$ cat src/verilog/fpc_consts.svh
// constants for the framer primary control and interrupt request block
// assumes an 8-bit processor port with a 9-bit address and a 25 MHz clock
`ifndef FPC_CONSTS_SVH
`define FPC_CONSTS_SVH

// ----------------------------------------------------------------------
// register map
// ----------------------------------------------------------------------
`define FPC_ADDR_CR0    9'h001
`define FPC_ADDR_IRR    9'h003
`define FPC_ADDR_ISR_LO 9'h004
`define FPC_ADDR_ISR_HI 9'h00B
`define FPC_ADDR_IER_LO 9'h00C
`define FPC_ADDR_IER_HI 9'h013

// ----------------------------------------------------------------------
// primary control fields and defaults
// ----------------------------------------------------------------------
`define FPC_CR0_RESET_BIT 7
`define FPC_CR0_INCF_BIT  5
`define FPC_CR0_MODE_HI   4
`define FPC_CR0_MODE_LO   1
`define FPC_CR0_RATE_BIT  0
`define FPC_CR0_FLD_W     7
`define FPC_CR0_DEF       7'h00
`define FPC_CR0_FLD_MASK  7'h3F
`define FPC_IER_DEF       8'h00
`define FPC_DATA_ZERO     8'h00
`define FPC_NGRP          8
`define FPC_PIO_W         8
`define FPC_PIO_DEF       8'h00

// ----------------------------------------------------------------------
// timing
// ----------------------------------------------------------------------
`define FPC_RST_TIME_NS   15000
`define FPC_CLK_PERIOD_NS 40
`define FPC_RST_CYCLES    (`FPC_RST_TIME_NS / `FPC_CLK_PERIOD_NS)
`define FPC_CNT_W         9

`endif

$ cat src/verilog/fpc_pkg.sv
// types shared by the framer primary control block
// assumes the constants header is compiled alongside
package fpc_pkg;

  // ----------------------------------------------------------------------
  // receive framer mode in t1 operation
  // ----------------------------------------------------------------------
  typedef enum logic [3:0] {
    FPC_T1_FT_ONLY,
    FPC_T1_ESF_NO_CRC,
    FPC_T1_SF,
    FPC_T1_SF_JAPANESE_YELLOW_ALARM,
    FPC_T1_SF_T1DM,
    FPC_T1_LC_FLOSS,
    FPC_T1_LC,
    FPC_T1_ESF_MIMIC,
    FPC_T1_ESF_FORCE,
    FPC_T1_UNDEF
  } fpc_t1_mode_e;

endpackage

$ cat src/verilog/fpc_reset_seq.sv
// self-timed framer reset sequencer
// assumes start is a same-clock pulse or level; rst is power-up reset
`timescale 1ns/1ps
`include "fpc_consts.svh"

module fpc_reset_seq (
  input  wire logic clock,
  input  wire logic rst,
  input  wire logic start,
  output logic      busy
);
  import fpc_pkg::*;

  localparam logic [`FPC_CNT_W-1:0] LAST =
    `FPC_CNT_W'(`FPC_RST_CYCLES - 1);

  logic                  busy_r;
  logic                  busy_nxt;
  logic [`FPC_CNT_W-1:0] cnt_r;
  logic [`FPC_CNT_W-1:0] cnt_nxt;

  // ----------------------------------------------------------------------
  // sequencer
  // ----------------------------------------------------------------------
  // a new trigger restarts the full interval so the reset never ends early
  always_comb begin
    busy_nxt = busy_r;
    cnt_nxt  = cnt_r;
    if (start) begin
      busy_nxt = 1'b1;
      cnt_nxt  = '0;
    end else if (busy_r) begin
      if (cnt_r == LAST) begin
        busy_nxt = 1'b0;
      end else begin
        cnt_nxt = cnt_r + 1'b1;
      end
    end
  end

  // power-up counts as a trigger
  always_ff @(posedge clock) begin
    if (rst) begin
      busy_r <= 1'b1;
      cnt_r  <= '0;
    end else begin
      busy_r <= busy_nxt;
      cnt_r  <= cnt_nxt;
    end
  end

  assign busy = busy_r;

  // ----------------------------------------------------------------------
  // checks
  // ----------------------------------------------------------------------
  // own length counter, so the interval is not judged by cnt_r itself
  logic [`FPC_CNT_W-1:0] run_len_r;
  logic [`FPC_CNT_W-1:0] run_len_nxt;

  always_comb begin
    run_len_nxt = run_len_r;
    if (start) begin
      run_len_nxt = '0;
    end else if (busy_r) begin
      run_len_nxt = run_len_r + 1'b1;
    end
  end

  always_ff @(posedge clock) begin
    if (rst) begin
      run_len_r <= '0;
    end else begin
      run_len_r <= run_len_nxt;
    end
  end
endmodule

$ cat src/verilog/fpc_framer_ctrl.sv
// framer primary control register and interrupt request summary
// assumes a same-clock 8-bit processor port; rst_pin_n is asynchronous
//
// Operation
// - writing reset bit starts bounded internal reset
// - reset bit reads one while reset runs
// - power-up, global and pin resets also run
// - after reset outputs released, controls defaulted
// - t1 crc6 uses one unless fbit included
// - include option ignored in e1 mode
// - mode field sets frame search criteria
// - e1 mode bits add bitslip, crc, cas
// - t1 mode codes decode to framing types
// - rate select chooses e1 or t1
// - enabled status event latches request bit
// - status read clears request bit
// - request bits ored to master and pin
// - request bit n maps to status n
// - bit one from second link or codeword
// - bit zero from pattern or frame errors
// - status read clears latched status bits
// - master enable gates master bit and pin
`timescale 1ns/1ps
`include "fpc_consts.svh"

module fpc_framer_ctrl (
  input  wire logic                    clock,
  input  wire logic                    rst,
  input  wire logic                    rst_pin_n,
  input  wire logic                    global_soft_reset,
  input  wire logic                    master_irq_enable,
  input  wire logic [8:0]              addr,
  input  wire logic                    wr_en,
  input  wire logic                    rd_en,
  input  wire logic [7:0]              wdata,
  input  wire logic [63:0]             src_event,
  input  wire logic                    rx_fbit,
  input  wire logic                    sysbus_enable,
  input  wire logic [`FPC_PIO_W-1:0]   pio_dir_request,
  output logic      [7:0]              rdata,
  output logic                         crc_fbit,
  output logic                         line_rate_t1,
  output logic                         e1_bit_slip_detect_en,
  output logic                         e1_crc_en,
  output logic                         e1_cas_en,
  output fpc_pkg::fpc_t1_mode_e        t1_mode,
  output logic                         master_irq_bit,
  output logic                         irq_out_n,
  output logic                         sysbus_drive_en,
  output logic      [`FPC_PIO_W-1:0]   pio_dir_out
);
  import fpc_pkg::*;

  // ----------------------------------------------------------------------
  // decode helpers
  // ----------------------------------------------------------------------
  function automatic logic in_span(input logic [8:0] a,
                                   input logic [8:0] lo,
                                   input logic [8:0] hi);
    in_span = (a >= lo) && (a <= hi);
  endfunction

  // lower address holds the higher group number
  function automatic logic [2:0] grp_of(input logic [8:0] a,
                                        input logic [8:0] hi);
    logic [8:0] d;
    d = hi - a;
    grp_of = d[2:0];
  endfunction

  function automatic fpc_t1_mode_e t1_decode(input logic [3:0] m);
    case (m)
      4'h0: t1_decode = FPC_T1_FT_ONLY;
      4'h1: t1_decode = FPC_T1_ESF_NO_CRC;
      4'h4: t1_decode = FPC_T1_SF;
      4'h5: t1_decode = FPC_T1_SF_JAPANESE_YELLOW_ALARM;
      4'h6: t1_decode = FPC_T1_SF_T1DM;
      4'h8: t1_decode = FPC_T1_LC_FLOSS;
      4'h9: t1_decode = FPC_T1_LC;
      4'hC: t1_decode = FPC_T1_ESF_MIMIC;
      4'hD: t1_decode = FPC_T1_ESF_FORCE;
      default: t1_decode = FPC_T1_UNDEF;
    endcase
  endfunction

  // ----------------------------------------------------------------------
  // reset pin synchroniser and reset sequencer
  // ----------------------------------------------------------------------
  logic pin_s1_r;
  logic pin_s2_r;
  logic busy;
  logic start;

  always_ff @(posedge clock) begin
    if (rst) begin
      pin_s1_r <= 1'b1;
      pin_s2_r <= 1'b1;
    end else begin
      pin_s1_r <= rst_pin_n;
      pin_s2_r <= pin_s1_r;
    end
  end

  logic wr_cr0;
  logic wr_isr;
  logic wr_ier;
  logic rd_isr;
  logic [2:0] isr_grp;
  logic [2:0] ier_grp;

  always_comb begin
    wr_cr0  = 1'b0;
    wr_ier  = 1'b0;
    wr_isr  = 1'b0;
    rd_isr  = 1'b0;
    isr_grp = grp_of(addr, `FPC_ADDR_ISR_HI);
    ier_grp = grp_of(addr, `FPC_ADDR_IER_HI);
    if (addr == `FPC_ADDR_CR0) begin
      wr_cr0 = wr_en;
    end else if (in_span(addr, `FPC_ADDR_ISR_LO, `FPC_ADDR_ISR_HI)) begin
      rd_isr = rd_en;
      wr_isr = wr_en;
    end else if (in_span(addr, `FPC_ADDR_IER_LO, `FPC_ADDR_IER_HI)) begin
      wr_ier = wr_en;
    end
  end

  // held low pin keeps restarting, so reset ends 15 us after the release leaves the two-flop synchroniser
  assign start = (wr_cr0 && wdata[`FPC_CR0_RESET_BIT])
               || global_soft_reset || !pin_s2_r;

  fpc_reset_seq u_seq (
    .clock (clock),
    .rst   (rst),
    .start (start),
    .busy  (busy)
  );

  // ----------------------------------------------------------------------
  // primary control fields
  // ----------------------------------------------------------------------
  logic [`FPC_CR0_FLD_W-1:0] cr0_r;
  logic [`FPC_CR0_FLD_W-1:0] cr0_nxt;

  // writes during reset are dropped; a zero in the reset bit does nothing
  always_comb begin
    cr0_nxt = cr0_r;
    if (busy || start) begin
      cr0_nxt = `FPC_CR0_DEF;
    end else if (wr_cr0) begin
      cr0_nxt = wdata[`FPC_CR0_FLD_W-1:0] & `FPC_CR0_FLD_MASK;
    end
  end

  always_ff @(posedge clock) begin
    if (rst) begin
      cr0_r <= `FPC_CR0_DEF;
    end else begin
      cr0_r <= cr0_nxt;
    end
  end

  logic       incf;
  logic [3:0] mode;
  logic       t1;
  assign incf = cr0_r[`FPC_CR0_INCF_BIT];
  assign mode = cr0_r[`FPC_CR0_MODE_HI:`FPC_CR0_MODE_LO];
  assign t1   = cr0_r[`FPC_CR0_RATE_BIT];

  // ----------------------------------------------------------------------
  // framer configuration outputs
  // ----------------------------------------------------------------------
  logic                  fbit_nxt;
  logic                  bit_slip_detect_nxt;
  logic                  crc_nxt;
  logic                  cas_nxt;
  fpc_t1_mode_e          t1m_nxt;
  logic                  sb_nxt;
  logic [`FPC_PIO_W-1:0] pio_nxt;

  always_comb begin
    fbit_nxt = rx_fbit;
    if (t1 && !incf) begin
      fbit_nxt = 1'b1;
    end
    bit_slip_detect_nxt = !t1 && mode[1];
    crc_nxt   = !t1 && mode[2];
    cas_nxt   = !t1 && mode[3];
    t1m_nxt   = t1 ? t1_decode(mode) : FPC_T1_UNDEF;
    sb_nxt    = sysbus_enable && !busy && !start;
    pio_nxt   = (busy || start) ? `FPC_PIO_DEF : pio_dir_request;
  end

  always_ff @(posedge clock) begin
    if (rst) begin
      crc_fbit        <= 1'b1;
      line_rate_t1    <= 1'b0;
      e1_bit_slip_detect_en     <= 1'b0;
      e1_crc_en       <= 1'b0;
      e1_cas_en       <= 1'b0;
      t1_mode         <= FPC_T1_UNDEF;
      sysbus_drive_en <= 1'b0;
      pio_dir_out     <= `FPC_PIO_DEF;
    end else begin
      crc_fbit        <= fbit_nxt;
      line_rate_t1    <= t1;
      e1_bit_slip_detect_en     <= bit_slip_detect_nxt;
      e1_crc_en       <= crc_nxt;
      e1_cas_en       <= cas_nxt;
      t1_mode         <= t1m_nxt;
      sysbus_drive_en <= sb_nxt;
      pio_dir_out     <= pio_nxt;
    end
  end

  // ----------------------------------------------------------------------
  // status, enable and request per group
  // ----------------------------------------------------------------------
  // group n: 7 rx alarm, 6 second alarm, 5 error, 4 count, 3 timer,
  // 2 link one, 1 link two or codeword, 0 pattern or tx frame error
  logic [`FPC_NGRP-1:0][7:0] isr_r;
  logic [`FPC_NGRP-1:0][7:0] isr_nxt;
  logic [`FPC_NGRP-1:0][7:0] ier_r;
  logic [`FPC_NGRP-1:0][7:0] ier_nxt;
  logic [`FPC_NGRP-1:0]      irr_r;
  logic [`FPC_NGRP-1:0]      irr_nxt;
  logic [`FPC_NGRP-1:0]      hit;

  genvar n;
  generate
    for (n = 0; n < `FPC_NGRP; n = n + 1) begin : g_grp
      logic [7:0] ev;
      assign ev     = src_event[n*8 +: 8];
      assign hit[n] = |(ev & ier_r[n]);

      // a new event in the clearing cycle survives the read
      always_comb begin
        isr_nxt[n] = isr_r[n];
        ier_nxt[n] = ier_r[n];
        irr_nxt[n] = irr_r[n];
        if (rd_isr && isr_grp == 3'(n)) begin
          isr_nxt[n] = '0;
          irr_nxt[n] = 1'b0;
        end
        isr_nxt[n] = isr_nxt[n] | ev;
        if (hit[n]) begin
          irr_nxt[n] = 1'b1;
        end
        if (busy || start) begin
          ier_nxt[n] = `FPC_IER_DEF;
        end else if (wr_ier && ier_grp == 3'(n)) begin
          ier_nxt[n] = wdata;
        end
      end

    end
  endgenerate

  always_ff @(posedge clock) begin
    if (rst) begin
      isr_r <= '0;
      ier_r <= '0;
      irr_r <= '0;
    end else begin
      isr_r <= isr_nxt;
      ier_r <= ier_nxt;
      irr_r <= irr_nxt;
    end
  end

  // ----------------------------------------------------------------------
  // master interrupt
  // ----------------------------------------------------------------------
  logic mir_nxt;
  assign mir_nxt = master_irq_enable && (|irr_r);

  always_ff @(posedge clock) begin
    if (rst) begin
      master_irq_bit <= 1'b0;
      irq_out_n      <= 1'b1;
    end else begin
      master_irq_bit <= mir_nxt;
      irq_out_n      <= !mir_nxt;
    end
  end

  // ----------------------------------------------------------------------
  // read port
  // ----------------------------------------------------------------------
  logic [7:0] rdata_nxt;

  // status reads return the bits latched before this cycle's events
  always_comb begin
    rdata_nxt = rdata;
    if (rd_en) begin
      if (addr == `FPC_ADDR_CR0) begin
        rdata_nxt = {busy, cr0_r};
      end else if (addr == `FPC_ADDR_IRR) begin
        rdata_nxt = irr_r;
      end else if (in_span(addr, `FPC_ADDR_ISR_LO, `FPC_ADDR_ISR_HI)) begin
        rdata_nxt = isr_r[isr_grp];
      end else if (in_span(addr, `FPC_ADDR_IER_LO, `FPC_ADDR_IER_HI)) begin
        rdata_nxt = ier_r[ier_grp];
      end else begin
        rdata_nxt = `FPC_DATA_ZERO;
      end
    end
  end

  always_ff @(posedge clock) begin
    if (rst) begin
      rdata <= `FPC_DATA_ZERO;
    end else begin
      rdata <= rdata_nxt;
    end
  end
endmodule

$ cat config.mk
export PLATFORM = sky130hd
export DESIGN_NAME = fpc_framer_ctrl
export DESIGN_NICKNAME = d
export VERILOG_FILES = /design/src/verilog/fpc_pkg.sv /design/src/verilog/fpc_reset_seq.sv /design/src/verilog/fpc_framer_ctrl.sv
export VERILOG_INCLUDE_DIRS = /design/src /design/src/verilog
export SDC_FILE = /design/constraint.sdc
export NUM_CORES = 1
export LEC_CHECK = 0
export ABC_AREA = 1
export BUFFER_PORTS_ARGS = -buffer_cell sky130_fd_sc_hd__buf_2
export CELL_PAD_IN_SITES_DETAIL_PLACEMENT = 1
export CELL_PAD_IN_SITES_GLOBAL_PLACEMENT = 1
export CORE_MARGIN = 2
export CORE_UTILIZATION = 43
export DETAILED_ROUTE_END_ITERATION = 10
export GPL_TIMING_DRIVEN = 0
export PLACE_DENSITY_LB_ADDON = 0.1
export SLEW_MARGIN = 20
export SYNTH_ARGS = -nofsm -noshare
export SYNTH_HDL_FRONTEND = slang
export SYNTH_SLANG_ARGS = --single-unit
$ cat constraint.sdc
create_clock -name clock -period 3.06 [get_ports clock]
set_input_delay 0.306 -clock clock [delete_from_list [all_inputs] [get_ports clock]]
set_output_delay 0.306 -clock clock [all_outputs]
set_load 0.01 [all_outputs]
==> impl_metrics.toml <==
[floorplanning]
fp.dieW_um = 144
initial_core_util_pct = 43.6
dieHeight_um = 144
dieArea_mm2 = 0.0208
io_pins = 126
core_mm2 = 0.0194
rows = 51

[critical_path]
reg2regPathDepth = 6
cp-start-kind = "input port"
rrSetupSlack_ps = 1260
cp-startpoint = "addr[1]"
crit_path_max_incr_delay_ps = 590
path_cells = "buf_2 > inv_2 > nand2_2 > nor2_4 > nand4_1 > nand2_2 > inv_2 > nand2_2 > clkbuf_1 > nor2_1"
endpoint_kind = "flop"
path_buf_inv = 4
required_ps = 3360
cp.arrival_ps = 2460
crit_top_cell = "nand2_2"
r2r_start = "pin_s2_r$_SDFF_PP1_"
timing.rr.end = "ier_r[56]$_SDFFE_PP0P_"
crit_fanout = 10
crit_family = "simple AND/OR/NAND/NOR gates"
cp.depth = 10
critical_path.endpoint = "ier_r[56]$_SDFFE_PP0P_"
cp_slowest_cell = "clkbuf_1"
crit_type = "input port to flop"

[status]
status = "finished, final reports clean"

[place]
place_inst = 1670
gp_congestion = 0.968
pre_cts_slack_ps = 476
io_buffer_count = 121
dpl.hpwl_um = 24400
place_area_mm2 = 0.00940

[logic_synthesis]
synth.distinct_cells = 36
ys.flop_type = "dfxtp_1"
ys_ff_latch = 182
netlist_area_mm2 = 0.00846
synth_seq_area_share_pct = 43.1
syn-instance-count = 1284
synth_area_per_cell_um2 = 6.59
synth_edf_count = 0
ys_async_sr_fraction_pct = 0
synth.net_count = 1384
ys_warn_count = 0

[detailed_routing]
routed_wirelength_um = 31900
drt_iter0_drc = 490
first_pass_iters = 6
via_per_inst = 5.24
ant_nets = 0
route.detailed.drc = 0
num_vias = 8917
routedWlPerCell_um = 18.7

[clock_network]
cts_max_level = 4
post_cts_buffers = 0
clock_path_buffers = 2
hold_buffers = 0
cts_tree = "yes"
clock_latency_ps = 450
postCtsResizedCells = 0
clock_sinks = 182
cts_buffers = 17
cts-root-buf = "clkbuf_16"
path_clk_slew_ps = 70

[worst_hold_path]
hp-class = "input port to flop"

[grt]
overflow = 0
grt_pass1_vias = 8821
antenna_found_initial = 1
grt_use_total_pct = 31.2
grt_pass1_wl_um = 48400
grt_max_degree = 19

[timing]
hold_viol = 0
finClkSkew_ps = 12.0
hold-worst-slack_ps = 51.4
tightest_slew_ps = 830
fmax_mhz = 464
setup_ws_ps = 906
fin_crit_ps = 2150
finalSetupViolations = 0
slew-limit-headroom_pct = 44.2
tns_ps = 0
slew_viol_final = 0
rsz0062_at_grt = "false"
min_period_over_period_pct = 70.4

[pwr]
power_leakage_nw = 4.91
peakVddDrop_v = 0.000388
powerDensity_mw_per_mm2 = 512

[finish]
fin_area_mm2 = 0.00996
layout.nets = 1524
drive_gt1_share_pct = 13.6
layout.cells.non_filler = 1703
area_growth_pct = 17.7

[flow_run]
max-cap-violations = 0
-- cell families after synthesis --
family	share of synthesized area, %
buffers and inverters	11.2
DFF	43.1
xor gates and xnor gates	0.207
AOI/OAI and AO/OA	12.9
adders and majority gates	0.296
and+or+nand+nor	32.3
-- cell type report --
| class | count | area (um2) |
|---|---|---|
| Fill cell | 2717 | 9440 |
| Clock buffer | 17 | 425 |
| Tap cell | 265 | 332 |
| Multi-Input combinational cell | 872 | 3870 |
| Inverter | 177 | 664 |
| Buffer | 53 | 285 |
| Clock inverter | 15 | 135 |
| Antenna cell | 1 | 2.50 |
| Timing Repair Buffer | 121 | 606 |
| Sequential cell | 182 | 3640 |
-- power by group --
group          leakage [nW]  total [W]  internal, W  switching (W)
Sequential             1.49    0.00247      0.00243      0.0000425
Clock                 0.273    0.00215      0.00108        0.00108
Combinational          3.15   0.000473     0.000152       0.000321
-- flip-flops by register name, summed over array words and instances (netlist names) --
signal                 cells
e1_cas_en                  1
master_irq_bit             1
pin_s1_r                   1
e1_bit_slip_detect_en      1
line_rate_t1               1
cr0_r                      6
t1_mode                    4
e1_crc_en                  1
u_seq.busy                 1
irr_r                      8
pin_s2_r                   1
u_seq.cnt_r                9
rdata                      8
crc_fbit                   1
pio_dir_out                8
irq_out_n                  1
ier_r                     64
sysbus_drive_en            1
isr_r                     64
-- per-layer routing --
layer | vias to the layer above | wire, um | global-route usage (%)
met2 | 251 | 15100 | 52.2
met3 | 49 | 1540 | 4.30
met5 | - | 0 | 0
li1 | 4334 | - | -
met1 | 4283 | 14200 | 41.0
met4 | 0 | 993 | 11.8
-- per-stage QoR --
| stage | power (W) | utilization (%) |
|---|---|---|
| finish | 0.00510 | 51.4 |
| global route | 0.00527 | 51.3 |
| CTS | 0.00511 | 51.3 |
| detailed placement | 0.00299 | 48.5 |
| global placement | 0.00298 | 48.5 |
| floorplan | 0.00277 | - |
-- how the worst min path moves through the flow --
stage / from / end / depth (start not counted)
2_1_floorplan: pin_s1_r$_SDFF_PP1_ / pin_s2_r$_SDFF_PP1_ / 1
3_3_place_gp: pin_s1_r$_SDFF_PP1_ / pin_s2_r$_SDFF_PP1_ / 1
3_5_place_dp: pin_s1_r$_SDFF_PP1_ / pin_s2_r$_SDFF_PP1_ / 1
4_1_cts: rst_pin_n / pin_s1_r$_SDFF_PP1_ / 2
5_1_grt: rst_pin_n / pin_s1_r$_SDFF_PP1_ / 2
6_report: rst_pin_n / pin_s1_r$_SDFF_PP1_ / 2
-- cell usage in the layout (no fill, tap or decap), types with 2 or more instances in the layout --
master      count
clkinv_1        3
inv_8           4
a21oi_1       108
ha_1            2
o21ai_0        60
nor3_1         17
dfxtp_1       182
buf_2         129
buf_6           9
nand4_1        10
inv_2           3
buf_1           6
clkbuf_1       27
nand3_1        85
nand2_1       393
clkinvlp_4      2
o21ai_1        16
or2_2           3
buf_4           2
nand2_2        12
nor3b_1         3
nor2_1        120
o22ai_1        24
inv_1         171
clkinv_4        4
inv_6           4
nor4_1          7
clkbuf_16      17
-- synth_stat cells (all sizes together) (4+ instances only) --
library cell  count  area share, %
clkbuf           28            1.3
o21ai            76            4.5
o22ai            24            1.8
nor2            121            5.5
nand2           406             18
nor4              7           0.52
buf              25            2.1
nor3             18            1.1
dfxtp           182             43
inv             174            7.7
a21oi           108            6.4
nor3b             4           0.49
nand3            86            5.1
nand4            10           0.74
-- worst register-to-register path: cells and delay by family, from the launching register on --
kind | cells | cell delay [ps]
simple gates | 4 | 680
flops | 1 | 300
buf+inv | 2 | 680
Note: power is estimated with default switching activity, not from simulation.
